## src/logic/pds_defines.vh

```
// Register map, field layouts, reset values and codes for the divider and modulator block
`ifndef PDS_DEFINES_VH
`define PDS_DEFINES_VH

// Register byte offsets (APB, one aligned word each)
`define PDS_OFF_LOOP0_FB 12'h000
`define PDS_OFF_LOOP1_FB 12'h004
`define PDS_OFF_LOOP2_FB 12'h008
`define PDS_OFF_SS0_CTRL 12'h010
`define PDS_OFF_SS1_CTRL 12'h014
`define PDS_OFF_SS0_PROF_LO 12'h018
`define PDS_OFF_SS0_PROF_HI 12'h01C
`define PDS_OFF_SS1_PROF_LO 12'h020
`define PDS_OFF_SS1_PROF_HI 12'h024
`define PDS_OFF_BANK_BASE 12'h030
`define PDS_OFF_STATUS 12'h050
`define PDS_OFF_MULT0 12'h054
`define PDS_OFF_MULT1 12'h058

// Feedback register fields
`define PDS_FB_COUNT_LSB 0
`define PDS_FB_ADJ_LSB 16
// Spread control fields
`define PDS_SS_STEP_LSB 0
`define PDS_SS_QUAD_LSB 4
`define PDS_SS_OFFSET_LSB 8
`define PDS_SS_DITHER_BIT 16
`define PDS_SS_DOUBLE_BIT 17
// Bank register fields
`define PDS_BK_COUNT_LSB 0
`define PDS_BK_SEL_LSB 16

// Post-divider select codes
`define PDS_PDS_OFF 2'h0
`define PDS_PDS_DIV1 2'h1
`define PDS_PDS_DIV2 2'h2
`define PDS_PDS_CNT 2'h3

// Reset values
`define PDS_RST_FB 32'h00000000
`define PDS_RST_SS 32'h00000000
`define PDS_RST_BANK 32'h00000000

// Fixed figures
`define PDS_STEP_EXTRA 5'h02
`define PDS_POST_EXTRA 11'h002
`define PDS_NUM_SAMPLES 12
`define PDS_LFSR_SEED 8'hA5

`endif

```

## src/logic/pds_top.v

```verilog
// Feedback multiplier, post-divider and spread-spectrum modulator for a three-loop generator
`timescale 1ns/1ps
`include "pds_defines.vh"

// Overview of operation
// - Loops one/two multiplier is 2*count+adjust+1; adjust zero means minus one.
// - Adjust field gives even or odd integer ratios with modulation off.
// - Zero feedback count drives the oscillator to minimum frequency.
// - Banks two to six each have a 10-bit post count, 1 to 1023.
// - First output bank has no post-divider and no select bits.
// - Select: 00 off, 01 div1, 10 div2, 11 post count plus two.
// - Disabled post-divider gives no clock but the bank stays powered.
// - Each bank clock then passes a fixed divide-by-two stage.
// - Modulation active when step code and summed deltas nonzero, off when step code zero.
// - Detector cycles per step equal step code plus two; codes 5 to 14.
// - Samples per quadrant equal quadrant code times two; codes 1 to 6.
// - Four mirrored quadrants; period is four times samples times step.
// - Six-bit offset adds offset/64; zero is center, nonzero down spread.
// - Twelve 4-bit delta samples per loop; quadrant code selects how many.
// - Waveform rebuilt by accumulating deltas starting from the offset.
// - Dither bit set randomizes the modulator input least significant bit.
// - Double bit set doubles the summed deltas, doubling amplitude.
// - Nonzero step with zero deltas gives fractional multiplier plus offset/64.
// - In fractional mode the step and profile settings have no effect.
module pds_top (
  input wire pclk,
  input wire presetn,
  input wire psel,
  input wire penable,
  input wire pwrite,
  input wire [11:0] paddr,
  input wire [31:0] pwdata,
  output reg [31:0] prdata,
  output reg pready,
  output reg pslverr,
  input wire [4:0] bank_clk_in,
  output reg [4:0] bank_clk_out,
  output reg [4:0] bank_powered,
  output reg [13:0] loop0_mult_int,
  output reg [13:0] loop1_mult_int,
  output reg [11:0] loop2_mult_int,
  output reg [7:0] loop0_mult_frac,
  output reg [7:0] loop1_mult_frac,
  output reg [2:0] loop_vco_min
);

  // ----------------------------------------------------------------
  // Helper functions
  // ----------------------------------------------------------------
  // Integer part of the multiplier for loops one and two
  function [13:0] int_mult;
    input [11:0] cnt;
    input [3:0] adj;
    reg [13:0] twice;
    begin
      twice = {1'b0, cnt, 1'b0};
      if (adj == 4'h0) begin
        int_mult = twice;
      end else begin
        int_mult = twice + {10'h000, adj} + 14'h0001;
      end
    end
  endfunction

  // Nibble k of a 48-bit profile word
  function [3:0] nib;
    input [47:0] prof;
    input [3:0] k;
    begin
      nib = prof[k*4 +: 4];
    end
  endfunction

  // Sum of the first n deltas of a profile
  function [7:0] delta_sum;
    input [47:0] prof;
    input [3:0] n;
    integer i;
    begin
      delta_sum = 8'h00;
      for (i = 0; i < `PDS_NUM_SAMPLES; i = i + 1) begin
        if (i < n) begin
          delta_sum = delta_sum + {4'h0, prof[i*4 +: 4]};
        end
      end
    end
  endfunction

  // ----------------------------------------------------------------
  // Registers
  // ----------------------------------------------------------------
  reg [31:0] fb_q [0:2];
  reg [31:0] ss_q [0:1];
  reg [47:0] prof_q [0:1];
  reg [31:0] bank_q [0:4];

  wire setup_acc = psel & ~penable;
  wire do_acc = psel & penable & pready;
  // Bank registers sit at a base plus four times the bank index
  wire [11:0] bank_off = paddr - `PDS_OFF_BANK_BASE;
  wire [2:0] bank_idx = bank_off[4:2];
  wire is_bank = (bank_off[11:5] == 7'h00) & (bank_idx < 3'h5);

  reg mapped;
  always @* begin
    case (paddr)
      `PDS_OFF_LOOP0_FB, `PDS_OFF_LOOP1_FB, `PDS_OFF_LOOP2_FB,
      `PDS_OFF_SS0_CTRL, `PDS_OFF_SS1_CTRL, `PDS_OFF_SS0_PROF_LO,
      `PDS_OFF_SS0_PROF_HI, `PDS_OFF_SS1_PROF_LO, `PDS_OFF_SS1_PROF_HI,
      `PDS_OFF_STATUS, `PDS_OFF_MULT0, `PDS_OFF_MULT1: mapped = 1'b1;
      default: mapped = is_bank;
    endcase
  end

  // ----------------------------------------------------------------
  // APB slave: one wait state, answer in the second access cycle
  // ----------------------------------------------------------------
  reg [5:0] status_w;
  integer j;
  always @(posedge pclk or negedge presetn) begin
    if (!presetn) begin
      pready <= 1'b0;
      pslverr <= 1'b0;
      prdata <= 32'h00000000;
      for (j = 0; j < 3; j = j + 1) begin
        fb_q[j] <= `PDS_RST_FB;
      end
      for (j = 0; j < 2; j = j + 1) begin
        ss_q[j] <= `PDS_RST_SS;
        prof_q[j] <= 48'h000000000000;
      end
      for (j = 0; j < 5; j = j + 1) begin
        bank_q[j] <= `PDS_RST_BANK;
      end
    end else begin
      pready <= psel & penable & ~pready;
      pslverr <= psel & penable & ~pready & ~mapped;
      if (setup_acc) begin
        prdata <= 32'h00000000;
      end
      if (psel & penable & ~pready & ~pwrite) begin
        case (paddr)
          `PDS_OFF_LOOP0_FB: prdata <= {12'h000, fb_q[0][19:16], 4'h0, fb_q[0][11:0]};
          `PDS_OFF_LOOP1_FB: prdata <= {12'h000, fb_q[1][19:16], 4'h0, fb_q[1][11:0]};
          `PDS_OFF_LOOP2_FB: prdata <= {20'h00000, fb_q[2][11:0]};
          `PDS_OFF_SS0_CTRL: prdata <= {14'h0000, ss_q[0][17:0]};
          `PDS_OFF_SS1_CTRL: prdata <= {14'h0000, ss_q[1][17:0]};
          `PDS_OFF_SS0_PROF_LO: prdata <= prof_q[0][31:0];
          `PDS_OFF_SS0_PROF_HI: prdata <= {16'h0000, prof_q[0][47:32]};
          `PDS_OFF_SS1_PROF_LO: prdata <= prof_q[1][31:0];
          `PDS_OFF_SS1_PROF_HI: prdata <= {16'h0000, prof_q[1][47:32]};
          `PDS_OFF_STATUS: prdata <= {26'h0000000, status_w};
          `PDS_OFF_MULT0: prdata <= {2'h0, loop0_mult_int, 8'h00, loop0_mult_frac};
          `PDS_OFF_MULT1: prdata <= {2'h0, loop1_mult_int, 8'h00, loop1_mult_frac};
          default: begin
            if (is_bank) begin
              prdata <= {14'h0000, bank_q[bank_idx][17:16], 6'h00, bank_q[bank_idx][9:0]};
            end else begin
              prdata <= 32'h00000000;
            end
          end
        endcase
      end
      if (do_acc & pwrite) begin
        case (paddr)
          `PDS_OFF_LOOP0_FB: fb_q[0] <= pwdata;
          `PDS_OFF_LOOP1_FB: fb_q[1] <= pwdata;
          `PDS_OFF_LOOP2_FB: fb_q[2] <= pwdata;
          `PDS_OFF_SS0_CTRL: ss_q[0] <= pwdata;
          `PDS_OFF_SS1_CTRL: ss_q[1] <= pwdata;
          `PDS_OFF_SS0_PROF_LO: prof_q[0][31:0] <= pwdata;
          `PDS_OFF_SS0_PROF_HI: prof_q[0][47:32] <= pwdata[15:0];
          `PDS_OFF_SS1_PROF_LO: prof_q[1][31:0] <= pwdata;
          `PDS_OFF_SS1_PROF_HI: prof_q[1][47:32] <= pwdata[15:0];
          default: begin
            if (is_bank) begin
              bank_q[bank_idx] <= pwdata;
            end
          end
        endcase
      end
    end
  end

  // ----------------------------------------------------------------
  // Spread-spectrum modulators for loops one and two
  // ----------------------------------------------------------------
  reg [7:0] lfsr_q;
  wire [1:0] ss_on;
  wire [1:0] frac_mode;
  wire [13:0] mint [0:1];
  wire [7:0] mfrac [0:1];

  // Dither source shared by both loops
  always @(posedge pclk or negedge presetn) begin
    if (!presetn) begin
      lfsr_q <= `PDS_LFSR_SEED;
    end else begin
      lfsr_q <= {lfsr_q[6:0], lfsr_q[7] ^ lfsr_q[5] ^ lfsr_q[4] ^ lfsr_q[3]};
    end
  end

  genvar g;
  generate
    for (g = 0; g < 2; g = g + 1) begin : g_mod
      reg [4:0] step_cnt_q;
      reg [3:0] samp_q;
      reg [1:0] quad_q;
      reg [7:0] acc_q;
      reg [7:0] frac_d;
      wire [3:0] step_code = ss_q[g][`PDS_SS_STEP_LSB +: 4];
      wire [3:0] quad_code = ss_q[g][`PDS_SS_QUAD_LSB +: 4];
      wire [5:0] offset = ss_q[g][`PDS_SS_OFFSET_LSB +: 6];
      wire dither = ss_q[g][`PDS_SS_DITHER_BIT];
      wire dbl = ss_q[g][`PDS_SS_DOUBLE_BIT];
      wire [3:0] nsamp = {quad_code[2:0], 1'b0};
      wire [4:0] step_len = {1'b0, step_code} + `PDS_STEP_EXTRA;
      wire prof_zero = (delta_sum(prof_q[g], nsamp) == 8'h00);
      wire active = (step_code != 4'h0) & ~prof_zero;
      wire fractional = (step_code != 4'h0) & prof_zero;
      // Odd quadrants walk the samples backwards to mirror the waveform
      wire [3:0] idx = quad_q[0] ? (nsamp - 4'h1 - samp_q) : samp_q;
      wire [3:0] dval = nib(prof_q[g], idx);
      wire [7:0] dstep = dbl ? {3'h0, dval, 1'b0} : {4'h0, dval};
      wire [13:0] base = int_mult(fb_q[g][`PDS_FB_COUNT_LSB +: 12],
                                  fb_q[g][`PDS_FB_ADJ_LSB +: 4]);

      always @(posedge pclk or negedge presetn) begin
        if (!presetn) begin
          step_cnt_q <= 5'h00;
          samp_q <= 4'h0;
          quad_q <= 2'h0;
          acc_q <= 8'h00;
        end else if (!active) begin
          // Leaving the active state restarts the waveform from the offset
          step_cnt_q <= 5'h00;
          samp_q <= 4'h0;
          quad_q <= 2'h0;
          acc_q <= 8'h00;
        end else if (step_cnt_q >= step_len - 5'h01) begin
          step_cnt_q <= 5'h00;
          // Even quadrants add deltas, odd ones remove them
          if (quad_q[0]) begin
            acc_q <= acc_q - dstep;
          end else begin
            acc_q <= acc_q + dstep;
          end
          if (samp_q >= nsamp - 4'h1) begin
            samp_q <= 4'h0;
            quad_q <= quad_q + 2'h1;
          end else begin
            samp_q <= samp_q + 4'h1;
          end
        end else begin
          step_cnt_q <= step_cnt_q + 5'h01;
        end
      end

      // Waveform sample, signed about the offset; lower half negated
      // Fractional mode ignores the step, profile and dither settings
      always @* begin
        frac_d = 8'h00;
        if (fractional) begin
          frac_d = {2'h0, offset};
        end else if (active) begin
          if (quad_q[1]) begin
            frac_d = {2'h0, offset} - acc_q;
          end else begin
            frac_d = {2'h0, offset} + acc_q;
          end
          if (dither) begin
            frac_d[0] = frac_d[0] ^ lfsr_q[g];
          end
        end
      end
      assign ss_on[g] = active;
      assign frac_mode[g] = fractional;
      assign mint[g] = base;
      assign mfrac[g] = frac_d;
    end
  endgenerate

  always @* begin
    status_w = {frac_mode, ss_on, 2'h0};
  end

  // ----------------------------------------------------------------
  // Multiplier outputs, all registered
  // ----------------------------------------------------------------
  always @(posedge pclk or negedge presetn) begin
    if (!presetn) begin
      loop0_mult_int <= 14'h0000;
      loop1_mult_int <= 14'h0000;
      loop2_mult_int <= 12'h000;
      loop0_mult_frac <= 8'h00;
      loop1_mult_frac <= 8'h00;
      loop_vco_min <= 3'h7;
    end else begin
      loop0_mult_int <= mint[0];
      loop1_mult_int <= mint[1];
      loop2_mult_int <= fb_q[2][11:0];
      loop0_mult_frac <= mfrac[0];
      loop1_mult_frac <= mfrac[1];
      loop_vco_min <= {fb_q[2][11:0] == 12'h000, fb_q[1][11:0] == 12'h000,
                       fb_q[0][11:0] == 12'h000};
    end
  end

  // ----------------------------------------------------------------
  // Post-dividers for banks two to six; first bank bypasses this block
  // ----------------------------------------------------------------
  reg [2:0] sync_q [0:4];
  reg [10:0] pcnt_q [0:4];
  reg [4:0] pclk_q;
  // Filtered level of each bank source; resets to the idle low level
  reg [4:0] lvl_q;
  integer b;
  // Banks are sampled with three flops; a change counts once two stages agree.
  always @(posedge pclk or negedge presetn) begin
    if (!presetn) begin
      for (b = 0; b < 5; b = b + 1) begin
        sync_q[b] <= 3'h0;
        pcnt_q[b] <= 11'h000;
      end
      pclk_q <= 5'h00;
      lvl_q <= 5'h00;
      bank_clk_out <= 5'h00;
      bank_powered <= 5'h1F;
    end else begin
      bank_powered <= 5'h1F;
      for (b = 0; b < 5; b = b + 1) begin
        sync_q[b] <= {sync_q[b][1:0], bank_clk_in[b]};
        // A change counts only once the second and third stages agree
        if (sync_q[b][1] == sync_q[b][2]) begin
          lvl_q[b] <= sync_q[b][2];
        end
        // Rising edge of the agreed input level
        if (sync_q[b][1] & sync_q[b][2] & ~lvl_q[b]) begin
          case (bank_q[b][`PDS_BK_SEL_LSB +: 2])
            `PDS_PDS_OFF: begin
              pclk_q[b] <= 1'b0;
            end
            `PDS_PDS_DIV1: begin
              pclk_q[b] <= ~pclk_q[b];
            end
            `PDS_PDS_DIV2: begin
              pcnt_q[b] <= pcnt_q[b] + 11'h001;
              if (pcnt_q[b][0]) begin
                pclk_q[b] <= ~pclk_q[b];
              end
            end
            `PDS_PDS_CNT: begin
              if (pcnt_q[b] >= {1'b0, bank_q[b][9:0]} + `PDS_POST_EXTRA - 11'h001) begin
                pcnt_q[b] <= 11'h000;
                pclk_q[b] <= ~pclk_q[b];
              end else begin
                pcnt_q[b] <= pcnt_q[b] + 11'h001;
              end
            end
            default: pclk_q[b] <= 1'b0;
          endcase
        end
        // Toggle per post-divided period: one toggle per event is the fixed halving
        bank_clk_out[b] <= pclk_q[b];
      end
    end
  end

endmodule

```

## config.mk

```make
export PLATFORM = sky130hd
export DESIGN_NAME = pds_top
export DESIGN_NICKNAME = d
export VERILOG_FILES = /design/src/logic/pds_top.v
export VERILOG_INCLUDE_DIRS = /design/src /design/src/logic
export SDC_FILE = /design/constraint.sdc
export NUM_CORES = 1
export LEC_CHECK = 0
export BUFFER_PORTS_ARGS = -buffer_cell sky130_fd_sc_hd__clkbuf_2
export CAP_MARGIN = 20
export CORE_MARGIN = 5
export CORE_UTILIZATION = 35
export DETAILED_ROUTE_END_ITERATION = 6
export PLACE_DENSITY = 0.55
export SYNTH_ARGS = -nofsm -noshare
export SYNTH_HDL_FRONTEND = slang
export SYNTH_SLANG_ARGS = --single-unit
```

## constraint.sdc

```tcl
create_clock -name pclk -period 23.6 [get_ports pclk]
set_clock_uncertainty 0.2 [all_clocks]
set_input_delay 3.54 -clock pclk [delete_from_list [all_inputs] [get_ports pclk]]
set_output_delay 3.54 -clock pclk [all_outputs]
set_load 0.005 [all_outputs]
```

# Yosys cells after proc, flatten, opt, wreduce, memory -nomap -nowiden
# Index checks and enable logic that the tools add are counted.
[totals]
reg_bits = 568
out_inout_bits = 103
wordCells = 392
[classes]
n_addsub = 64
n_lt_le_gt_ge = 36
n_eq_ne = 45
shift = 2
n_mux = 100
bitwise_logic = 45
n_reduce_logical = 47
[op_table]
columns = ["operator", "count"]
rows = [
  ["case mux 32 bit (12 select lines)", 1],
  ["2-to-1 mux 8 bit", 38],
  ["adder 8 x 4 -> 8 bit", 22],
  ["bitwise mux 160 bit", 1],
  ["case mux 11 bit (2 select lines)", 5],
  ["binary-select mux 32 bit (select 3 bit)", 1],
  ["demux 32 bit (select 3 bit)", 1],
  ["2-to-1 mux 32 bit", 3],
  ["indexed part select 48 x 7 -> 4 bit", 2],
  ["adder 10 x 2 -> 11 bit (second input constant)", 5],
  ["adder 11 x 1 -> 11 bit (second input constant)", 5],
  ["greater-or-equal comparator 11 bit", 5],
  ["2-to-1 mux 11 bit", 5],
  ["subtractor 11 x 1 -> 11 bit (second input constant)", 5],
  ["2-to-1 mux 18 bit", 3],
  ["equality test 12 x 5 -> 1 bit (second input constant)", 4],
  ["logical NOT 12 bit", 4],
  ["2-to-1 mux 4 bit", 10],
  ["equality test 12 x 7 -> 1 bit (second input constant)", 3],
  ["< comparator 3 x 4 -> 1 bit (first input constant)", 8],
  ["< comparator 4 bit (first input constant)", 8],
  ["AND reduction 2 bit", 16],
  ["2-to-1 mux 5 bit", 6],
  ["adder 13 x 4 -> 14 bit", 2],
  ["46 further kinds", 176],
]

# Depth between registers and ports, before layout
# Gate-level depths: netlist of run 1.
[logic_depth]
depth_word = 33
mapped_depth = 53
mapped_depth_nobuf = 50

# Least setup slack after synthesis of run 1
# Ideal clock, no wire load.
[synth_path]
kind = "register to register"
start = "reg ss_q (netlist bit g_mod[1].nsamp[3])"
end = "reg loop1_mult_frac[1]"
arrival_time_ns = 10.631
setup_slack_ns = 12.641
stages_incl_launch_ff = 50
n_path_buf = 2
period_less_slack_ns = 10.959
path_cell_list = "dfrtp_1 > or2_1 > buf_2 > nor2_2 > nor2b_1 > ha_1 > inv_1 > fa_1 > nor2_1 > inv_1 > fa_1 > o22ai_1 > inv_1 > fa_1 > o22ai_1 > inv_1 > fa_1 > nand2_1 > [... 14 more ...] > fa_1 > o21ai_0 > inv_1 > fa_1 > nand2_1 > o21a_1 > inv_1 > fa_1 > nor2b_1 > o21ai_0 > a21oi_1 > a21boi_0 > mux2i_1 > mux2i_1 > and4_1 > o2111a_1 > buf_6 > mux2_1"
[synth_between]
elab_chain_len = 29
word_cells_on_any_way = 41
cone_classes = "11 x add/sub; 12 x order compare; 14 x mux; 3 x bitwise; 1 x reduce/logical"
[synth_rtl]
columns = ["item", "line", "text"]
rows = [
  ["start, declared", "pds_top.v:93", "reg [31:0] ss_q [0:1];"],
  ["start signal, assigned by index", "pds_top.v:129", "ss_q[j] <= `PDS_RST_SS;"],
  ["< comparator 1 x 4 -> 1 bit", "pds_top.v:82", "if (i < n) begin"],
  ["2-to-1 mux 4 bit", "pds_top.v:82", ""],
  ["adder 8 x 4 -> 8 bit", "pds_top.v:83", "delta_sum = delta_sum + {4'h0, prof[i*4 +: 4]};"],
  ["2-to-1 mux 8 bit", "pds_top.v:82", ""],
  ["adder 8 x 4 -> 8 bit", "pds_top.v:83", ""],
  ["2-to-1 mux 8 bit", "pds_top.v:82", ""],
  ["adder 8 x 4 -> 8 bit", "pds_top.v:83", ""],
  ["2-to-1 mux 8 bit", "pds_top.v:82", ""],
  ["[... 14 more ...]", "-", ""],
  ["adder 8 x 4 -> 8 bit", "pds_top.v:83", ""],
  ["2-to-1 mux 8 bit (*)", "pds_top.v:82", ""],
  ["logical NOT 8 bit (*)", "pds_top.v:218", "wire prof_zero = (delta_sum(prof_q[g], nsamp) == 8'h00);"],
  ["inverter 1 bit", "pds_top.v:219", "wire active = (step_code != 4'h0) & ~prof_zero;"],
  ["AND 1 bit", "pds_top.v:219", ""],
  ["2-to-1 mux 8 bit", "pds_top.v:265", "end else if (active) begin"],
  ["2-to-1 mux 8 bit (*)", "pds_top.v:263", "if (fractional) begin"],
  ["via g_mod[1].frac_d[1]", "pds_top.v:210", "reg [7:0] frac_d;"],
  ["end signal, assigned", "pds_top.v:303", "loop1_mult_frac <= mfrac[1];"],
  ["end, declared", "pds_top.v:43", "output reg [7:0] loop1_mult_frac,"],
]
# The timed path passes the listed nets; every way through them passes the cells marked *.
# A chain may end at the register's enable or synchronous reset.

# Worst setup path in the final report of run 1
[layout_path]
start = "reg ss_q (netlist bit g_mod[1].nsamp[2])"
end = "reg loop1_mult_frac[1]"
# Same word-level chain as after synthesis.

==> metrics.yaml, run 1 <==
floorplan:
  die_y_um: 307
  fp.dieW_um: 307
  dieArea_um2: 94200
  initial_utilization_pct: 35.4
  core-area_um2: 87200
  ios: 157
  fp-row-count: 108
yosys:
  synth_seq_cells: 460
  synthFlopType: "dfrtp_1"
  synth_top_family_by_area: "compound AO/OA/AOI/OAI gates"
  syn-cell-area_um2: 30900
  synth_compound_area_share_pct: 14.6
  yosysSeqAreaShare_pct: 37.3
  ys_top_cells_by_area: "dfrtp_1 (37%), ha_1 (9.2%), mux2_2 (7.8%), xor2_1 (3.5%), nand2_1 (3.3%)"
  syn_inst: 3134
  ys_async_sr_fraction_pct: 100
  yosys.area_share.simple_pct: 14.5
  yosysTopAreaCell: "dfrtp_1"
  synth_warnings: 0
  synth_fa_ha_area_share_pct: 11.1
  synth.avg_cell_area_um2: 9.84
  netlist-cell-type-count: 93
  synth_edf_count: 0
  synth_mux_area_share_pct: 11.6
  synth_top_cell_area_share_pct: 36.7
  synth_xor_area_share_pct: 7.21
worst_hold_path:
  worstHoldStart: "sync_q[6]$_DFF_PN0_"
  hold_path_end: "sync_q[7]$_DFF_PN0_"
  hp-class: "reg2reg"
  whs_path_depth: 0
place:
  port_buffers: 151
  place_congestion: 0.881
  dp_hpwl_um: 74900
timing:
  max_slew_margin_pct: 28.1
  timing.final.crit_share_pct: 53.4
  rsz0062_at_grt: "false"
  worst_pin_slew_ns: 1.08
  fmax_ghz: 0.0794
  final_hold_viol_count: 0
  setup_violations: 0
  final.min_clock_period_ns: 12.60
  drv_slew: 0
  fin_tns_setup_ns: 0
cts:
  cts_tree: "built"
  cts_buffers: 53
  htreeDepth: 2
  clock-sinks: 460
  clk_latency_ns: 0.63
  holdBufCountCts: 0
  cts.clk_slew.worst_paths_ns: 0.06
  ctsResizeCount: 0
  post_cts_buffers: 0
  cts-root-buf: "clkbuf_16"
  clockBufferDepth: 3
finish:
  n_fill_cell: 8553
  seq_area_um2: 11500
  fin_util_pct: 40.0
  nets: 3567
  mostFrequentLayoutCells: "dfrtp_1 (453), nand2_1 (275), ha_1 (226)"
  area_growth_pct: 13.0
  multi_input_area_um2: 18300
  layout_commonest_cell: "dfrtp_1"
  drive_above_1_share_pct: 18.1
worst_setup_path:
  path_class: "reg2reg"
  crit_slowest_cell: "dfrtp_1"
  r2r_start: "g_mod[1].nsamp[2]$_DFFE_PN0P_"
  worstSetupStartpoint: "g_mod[1].nsamp[2]$_DFFE_PN0P_"
  regToRegSetupSlack_ns: 11.00
  worstSetupStartpointType: "flop"
  r2r_end: "loop1_mult_frac[1]$_DFF_PN0_"
  end_kind: "flop"
  arrival_ns: 12.90
  reg2reg_depth: 48
  cp.required_ns: 23.91
  critical_path.most_common_cell: "fa_1"
  cpPeakStageDelay_ns: 0.55
  worst-path-max-fanout: 29
detailed_routing:
  drtIter0Drc: 1905
  ant_nets: 0
  wire_per_inst_um: 22.2
  vias_per_cell: 5.48
  routed_wl_um: 99100
  first_pass_iters: 5
  vias: 24400
  drc: 0
power:
  power_density_nw_per_um2: 62.7
  vdd_ir_drop_max_uv: 58.2
  p_leak_nw: 16.3
  p_total_w: 0.00219
run_status:
  status: "complete, no violations"
flow_run:
  max_cap_violations: 0
global_route:
  antenna_found_initial: 9
  grt_pass1_wl_um: 151000
  grt-ovfl-total: 0
  grt_max_degree: 148
  track_usage_pct: 20.6
  first_global_vias: 23800
how the worst max path moves through the flow:
| stage | to | slack [ns] | depth (start not counted) |
|---|---|---|---|
| after floorplan | loop1_mult_frac[1]$_DFF_PN0_ | 12.64 | 49 |
| after global placement | loop1_mult_frac[1]$_DFF_PN0_ | 11.30 | 48 |
| after detailed placement | loop1_mult_frac[1]$_DFF_PN0_ | 10.99 | 48 |
| after CTS | loop1_mult_frac[1]$_DFF_PN0_ | 10.99 | 48 |
| after global routing | loop1_mult_frac[1]$_DFF_PN0_ | 10.02 | 48 |
| final | loop1_mult_frac[1]$_DFF_PN0_ | 11.00 | 48 |
critical path, delay by kind of cell, from the launching register on:
kind                       cells  cell delay (ns)
AOI/OAI and AO/OA             12             2.99
adders and majority gates     12             5.21
buffers and inverters         11             1.23
DFF                            1             0.55
muxes                          3             0.62
and+or+nand+nor               10             1.65
per-stage QoR:
stage	worst slack, ns	instance area (um2)	instances	hold WS (ns)
3_3_place_gp	11.30	32900	4357	0.136
4_1_cts	10.99	34800	4457	0.148
2_1_floorplan	12.64	30900	3138	0.131
6_report	11.00	34900	4463	0.145
5_1_grt	10.02	34800	4461	0.153
3_5_place_dp	10.99	32900	4358	0.136
layer usage:
metal	GRT usage, %	share of wire, %	vias to the layer above	routed length, um
met5	0	0.058	-	57
met4	5.11	2.5	8	2490
met3	3.77	6.3	137	6250
met2	32.2	45	660	44200
met1	29.8	46	12200	46100
li1	-	-	11500	-
synth_stat cells, types with 35 or more instances:
cell type	n
nor2b_1	57
inv_1	165
nor2_1	217
nand2b_1	56
mux2_2	214
a22oi_1	57
xnor2_1	113
and3_1	43
nand2_1	275
a21o_1	88
o21ai_0	179
ha_1	226
o21a_1	44
a21oi_1	121
dfrtp_1	453
nand3_1	107
clkbuf_1	101
mux4_2	35
xor2_1	123
nor3_1	54
report_power, final:
group | internal (W) | total (W) | switching, W
sequential | 0.000819 | 0.000862 | 0.0000430
clock | 0.000551 | 0.000910 | 0.000359
combinational | 0.000187 | 0.000415 | 0.000228
sequential cells by signal (all words and copies together) (netlist names), 10 cells and up:
signal	count
g_mod.offset	12
prdata	32
loop2_mult_int	12
loop1_mult_int	14
loop0_mult_int	14
pcnt_q	55
prof_q	96
sync_q	15
fb_q	44
bank_q	60
g_mod.acc_q	16
g_mod.step_cnt_q	10
layout make-up:
class / count / share of cell area (%)
Clock inverter: 26 / 1.26
Clock buffer: 73 / 4.25
Multi-Input combinational cell: 2390 / 52.5
Antenna cell: 5 / 0.0359
Inverter: 166 / 1.79
Tap cell: 1155 / 4.15
Sequential cell: 460 / 33.1
Timing Repair Buffer: 188 / 3.02
kinds of logic after synthesis:
family,after synthesis
adder cells (fa/ha/maj),256
XOR/XNOR,244
multiplexers,286
AO/OA/AOI/OAI,672
other,1
buffers and inverters,288
flip-flops,460
AND/OR/NAND/NOR,927
Power figures use the tool's default switching activity.
==> run 2: changes to the inputs <==
Clock period 23.6 ns to 12.7 ns, I/O delays scaled along.
==> run 2 against run 1 <==
Against the previous run: cell count grew 0.40%; sequential power grew 86%; register-to-register slack lost 10 ns; wire length grew 0.25%; maximum frequency grew 7.5%; via count shrank 0.16%.
==> metrics.yaml, run 2 (synthesis gave the netlist of run 1 again) <==
worst_setup_path:
  cp.required_ns: 12.98
  r2r_start: "g_mod[1].nsamp[3]$_DFFE_PN0P_"
  cpPeakStageDelay_ns: 0.47
  reg2reg_depth: 48
  worstSetupStartpoint: "g_mod[1].nsamp[3]$_DFFE_PN0P_"
  path_class: "reg2reg"
  regToRegSetupSlack_ns: 0.98
  crit_slowest_cell: "fa_1"
  worstSetupStartpointType: "flop"
  arrival_ns: 12.00
  critical_path.most_common_cell: "fa_1"
  end_kind: "flop"
  worst-path-max-fanout: 15
  cp-endpoint: "g_mod[1].acc_q[4]$_DFFE_PN0P_"
  r2r_end: "g_mod[1].acc_q[4]$_DFFE_PN0P_"
cts:
  cts_buffers: 55
  htreeDepth: 2
  clock-sinks: 460
  cts_tree: "built"
  cts.clk_slew.worst_paths_ns: 0.06
  cts-root-buf: "clkbuf_16"
  clk_latency_ns: 0.65
  clockBufferDepth: 3
  holdBufCountCts: 0
floorplan:
  dieArea_um2: 94200
  core-area_um2: 87200
  fp-row-count: 108
  ios: 157
  die_y_um: 307
  fp.dieW_um: 307
  initial_utilization_pct: 35.4
detailed_routing:
  met3_length_um: 6160
  drc: 0
  vias_per_cell: 5.44
  ant_nets: 0
  first_pass_iters: 6
  drtIter0Drc: 1964
  wire_per_inst_um: 22.2
  vias: 24400
  routed-wl-met2_um: 44000
  wl_met1_um: 46500
  highest_layer: "met5"
  routed_wl_um: 99300
power:
  seqPwrFrac_pct: 39.6
  intPower_w: 0.00285
  power_density_nw_per_um2: 116
  p_leak_nw: 16.4
  power.switching_w: 0.00119
  p_comb_share_pct: 19.4
  vdd_ir_drop_max_uv: 124
  p_clk_share_pct: 41.0
  p_sw_share_pct: 29.5
timing:
  hold_slack_ns: 0.145
  final_hold_viol_count: 0
  setup_violations: 0
  max_slew_margin_pct: 27.4
  rsz0062_at_grt: "false"
  timing.final.crit_share_pct: 92.3
  fin_tns_setup_ns: 0
  drv_slew: 0
  worst_pin_slew_ns: 1.09
  fmax_ghz: 0.0853
  final.min_clock_period_ns: 11.72
run_status:
  status: "complete, no violations"
finish:
  regMostFlops: "prof_q"
  area_growth_pct: 13.3
  top_regs: "prof_q x96, bank_q x60, pcnt_q x55"
  largest_register_ffs: 96
  mostFrequentLayoutCells: "dfrtp_1 (453), nand2_1 (275), ha_1 (226)"
  n_fill_cell: 8603
  drive_above_1_share_pct: 18.4
  layout_commonest_cell: "dfrtp_1"
  multi_input_area_um2: 18300
  finalInstanceArea_um2: 35000
  fin_util_pct: 40.1
  nets: 3584
  seq_area_um2: 11500
place:
  dp_hpwl_um: 75300
  place_area_um2: 33000
  port_buffers: 151
  place_congestion: 0.881
global_route:
  grt_pass1_wl_um: 151000
  grt-ovfl-total: 0
  grt_max_degree: 76
  track_usage_pct: 20.6
  first_global_vias: 23800
  antenna_found_initial: 7
worst_hold_path:
  hp-class: "reg2reg"
  worstHoldStart: "sync_q[3]$_DFF_PN0_"
flow_run:
  max_cap_violations: 0
## run 2: power groups by stage
stage	clock [W]	sequential (W)	combinational, W
after detailed placement	0	0.00163	0.000778
final	0.00166	0.00160	0.000784
after global routing	0.00175	0.00161	0.000879
after global placement	0	0.00163	0.000773
after floorplan	0	0.00159	0.000592
after CTS	0.00169	0.00160	0.000786
## run 2: layout make-up
| class | count | share of cell area [%] |
|---|---|---|
| multi-input combinational | 2391 | 52.4 |
| sequential | 460 | 33.0 |
| clock buffer | 80 | 4.46 |
| tap | 1155 | 4.13 |
| timing repair buffer | 202 | 3.35 |
| inverter | 166 | 1.78 |
| clock inverter | 22 | 0.927 |
| antenna | 5 | 0.0358 |
## run 2: what timing repair did
item                                   4_1_cts  5_1_grt
resized for setup                            0        4
endpoints found under the hold margin        0        0
setup buffers                                0        2
setup endpoints to repair                    0       53
## run 2: per-layer routing
layer  global-route usage [%]  up-vias
met2                     31.5      653
met4                     5.54        2
met1                     30.0    12100
met5                        0        -
li1                         -    11500
met3                     3.85      137
## run 2: worst min path at each step
stage                      endpoint  cells past startpoint  slack (ns)
2_1_floorplan  sync_q[10]$_DFF_PN0_                      0        0.13
3_3_place_gp    sync_q[7]$_DFF_PN0_                      0        0.13
3_5_place_dp   sync_q[13]$_DFF_PN0_                      0        0.14
4_1_cts         sync_q[4]$_DFF_PN0_                      0        0.15
5_1_grt         sync_q[7]$_DFF_PN0_                      0        0.16
6_report        sync_q[4]$_DFF_PN0_                      0        0.14
## run 2: critical path, delay by kind of cell (launching register included)
family / cells / cell delay [ns]
adder cells (fa/ha/maj): 12 / 5.16
AO/OA/AOI/OAI: 12 / 2.98
AND/OR/NAND/NOR: 11 / 1.52
buffers and inverters: 11 / 1.11
flip-flops: 1 / 0.37
multiplexers: 2 / 0.24
## run 2: through the flow
stage	std cells	power (W)	setup WS, ns
after floorplan	3138	0.00218	1.74
after global placement	4369	0.00240	0.806
after detailed placement	4369	0.00240	0.539
after CTS	4471	0.00408	0.508
after global routing	4479	0.00424	0.0137
final	4481	0.00405	0.979
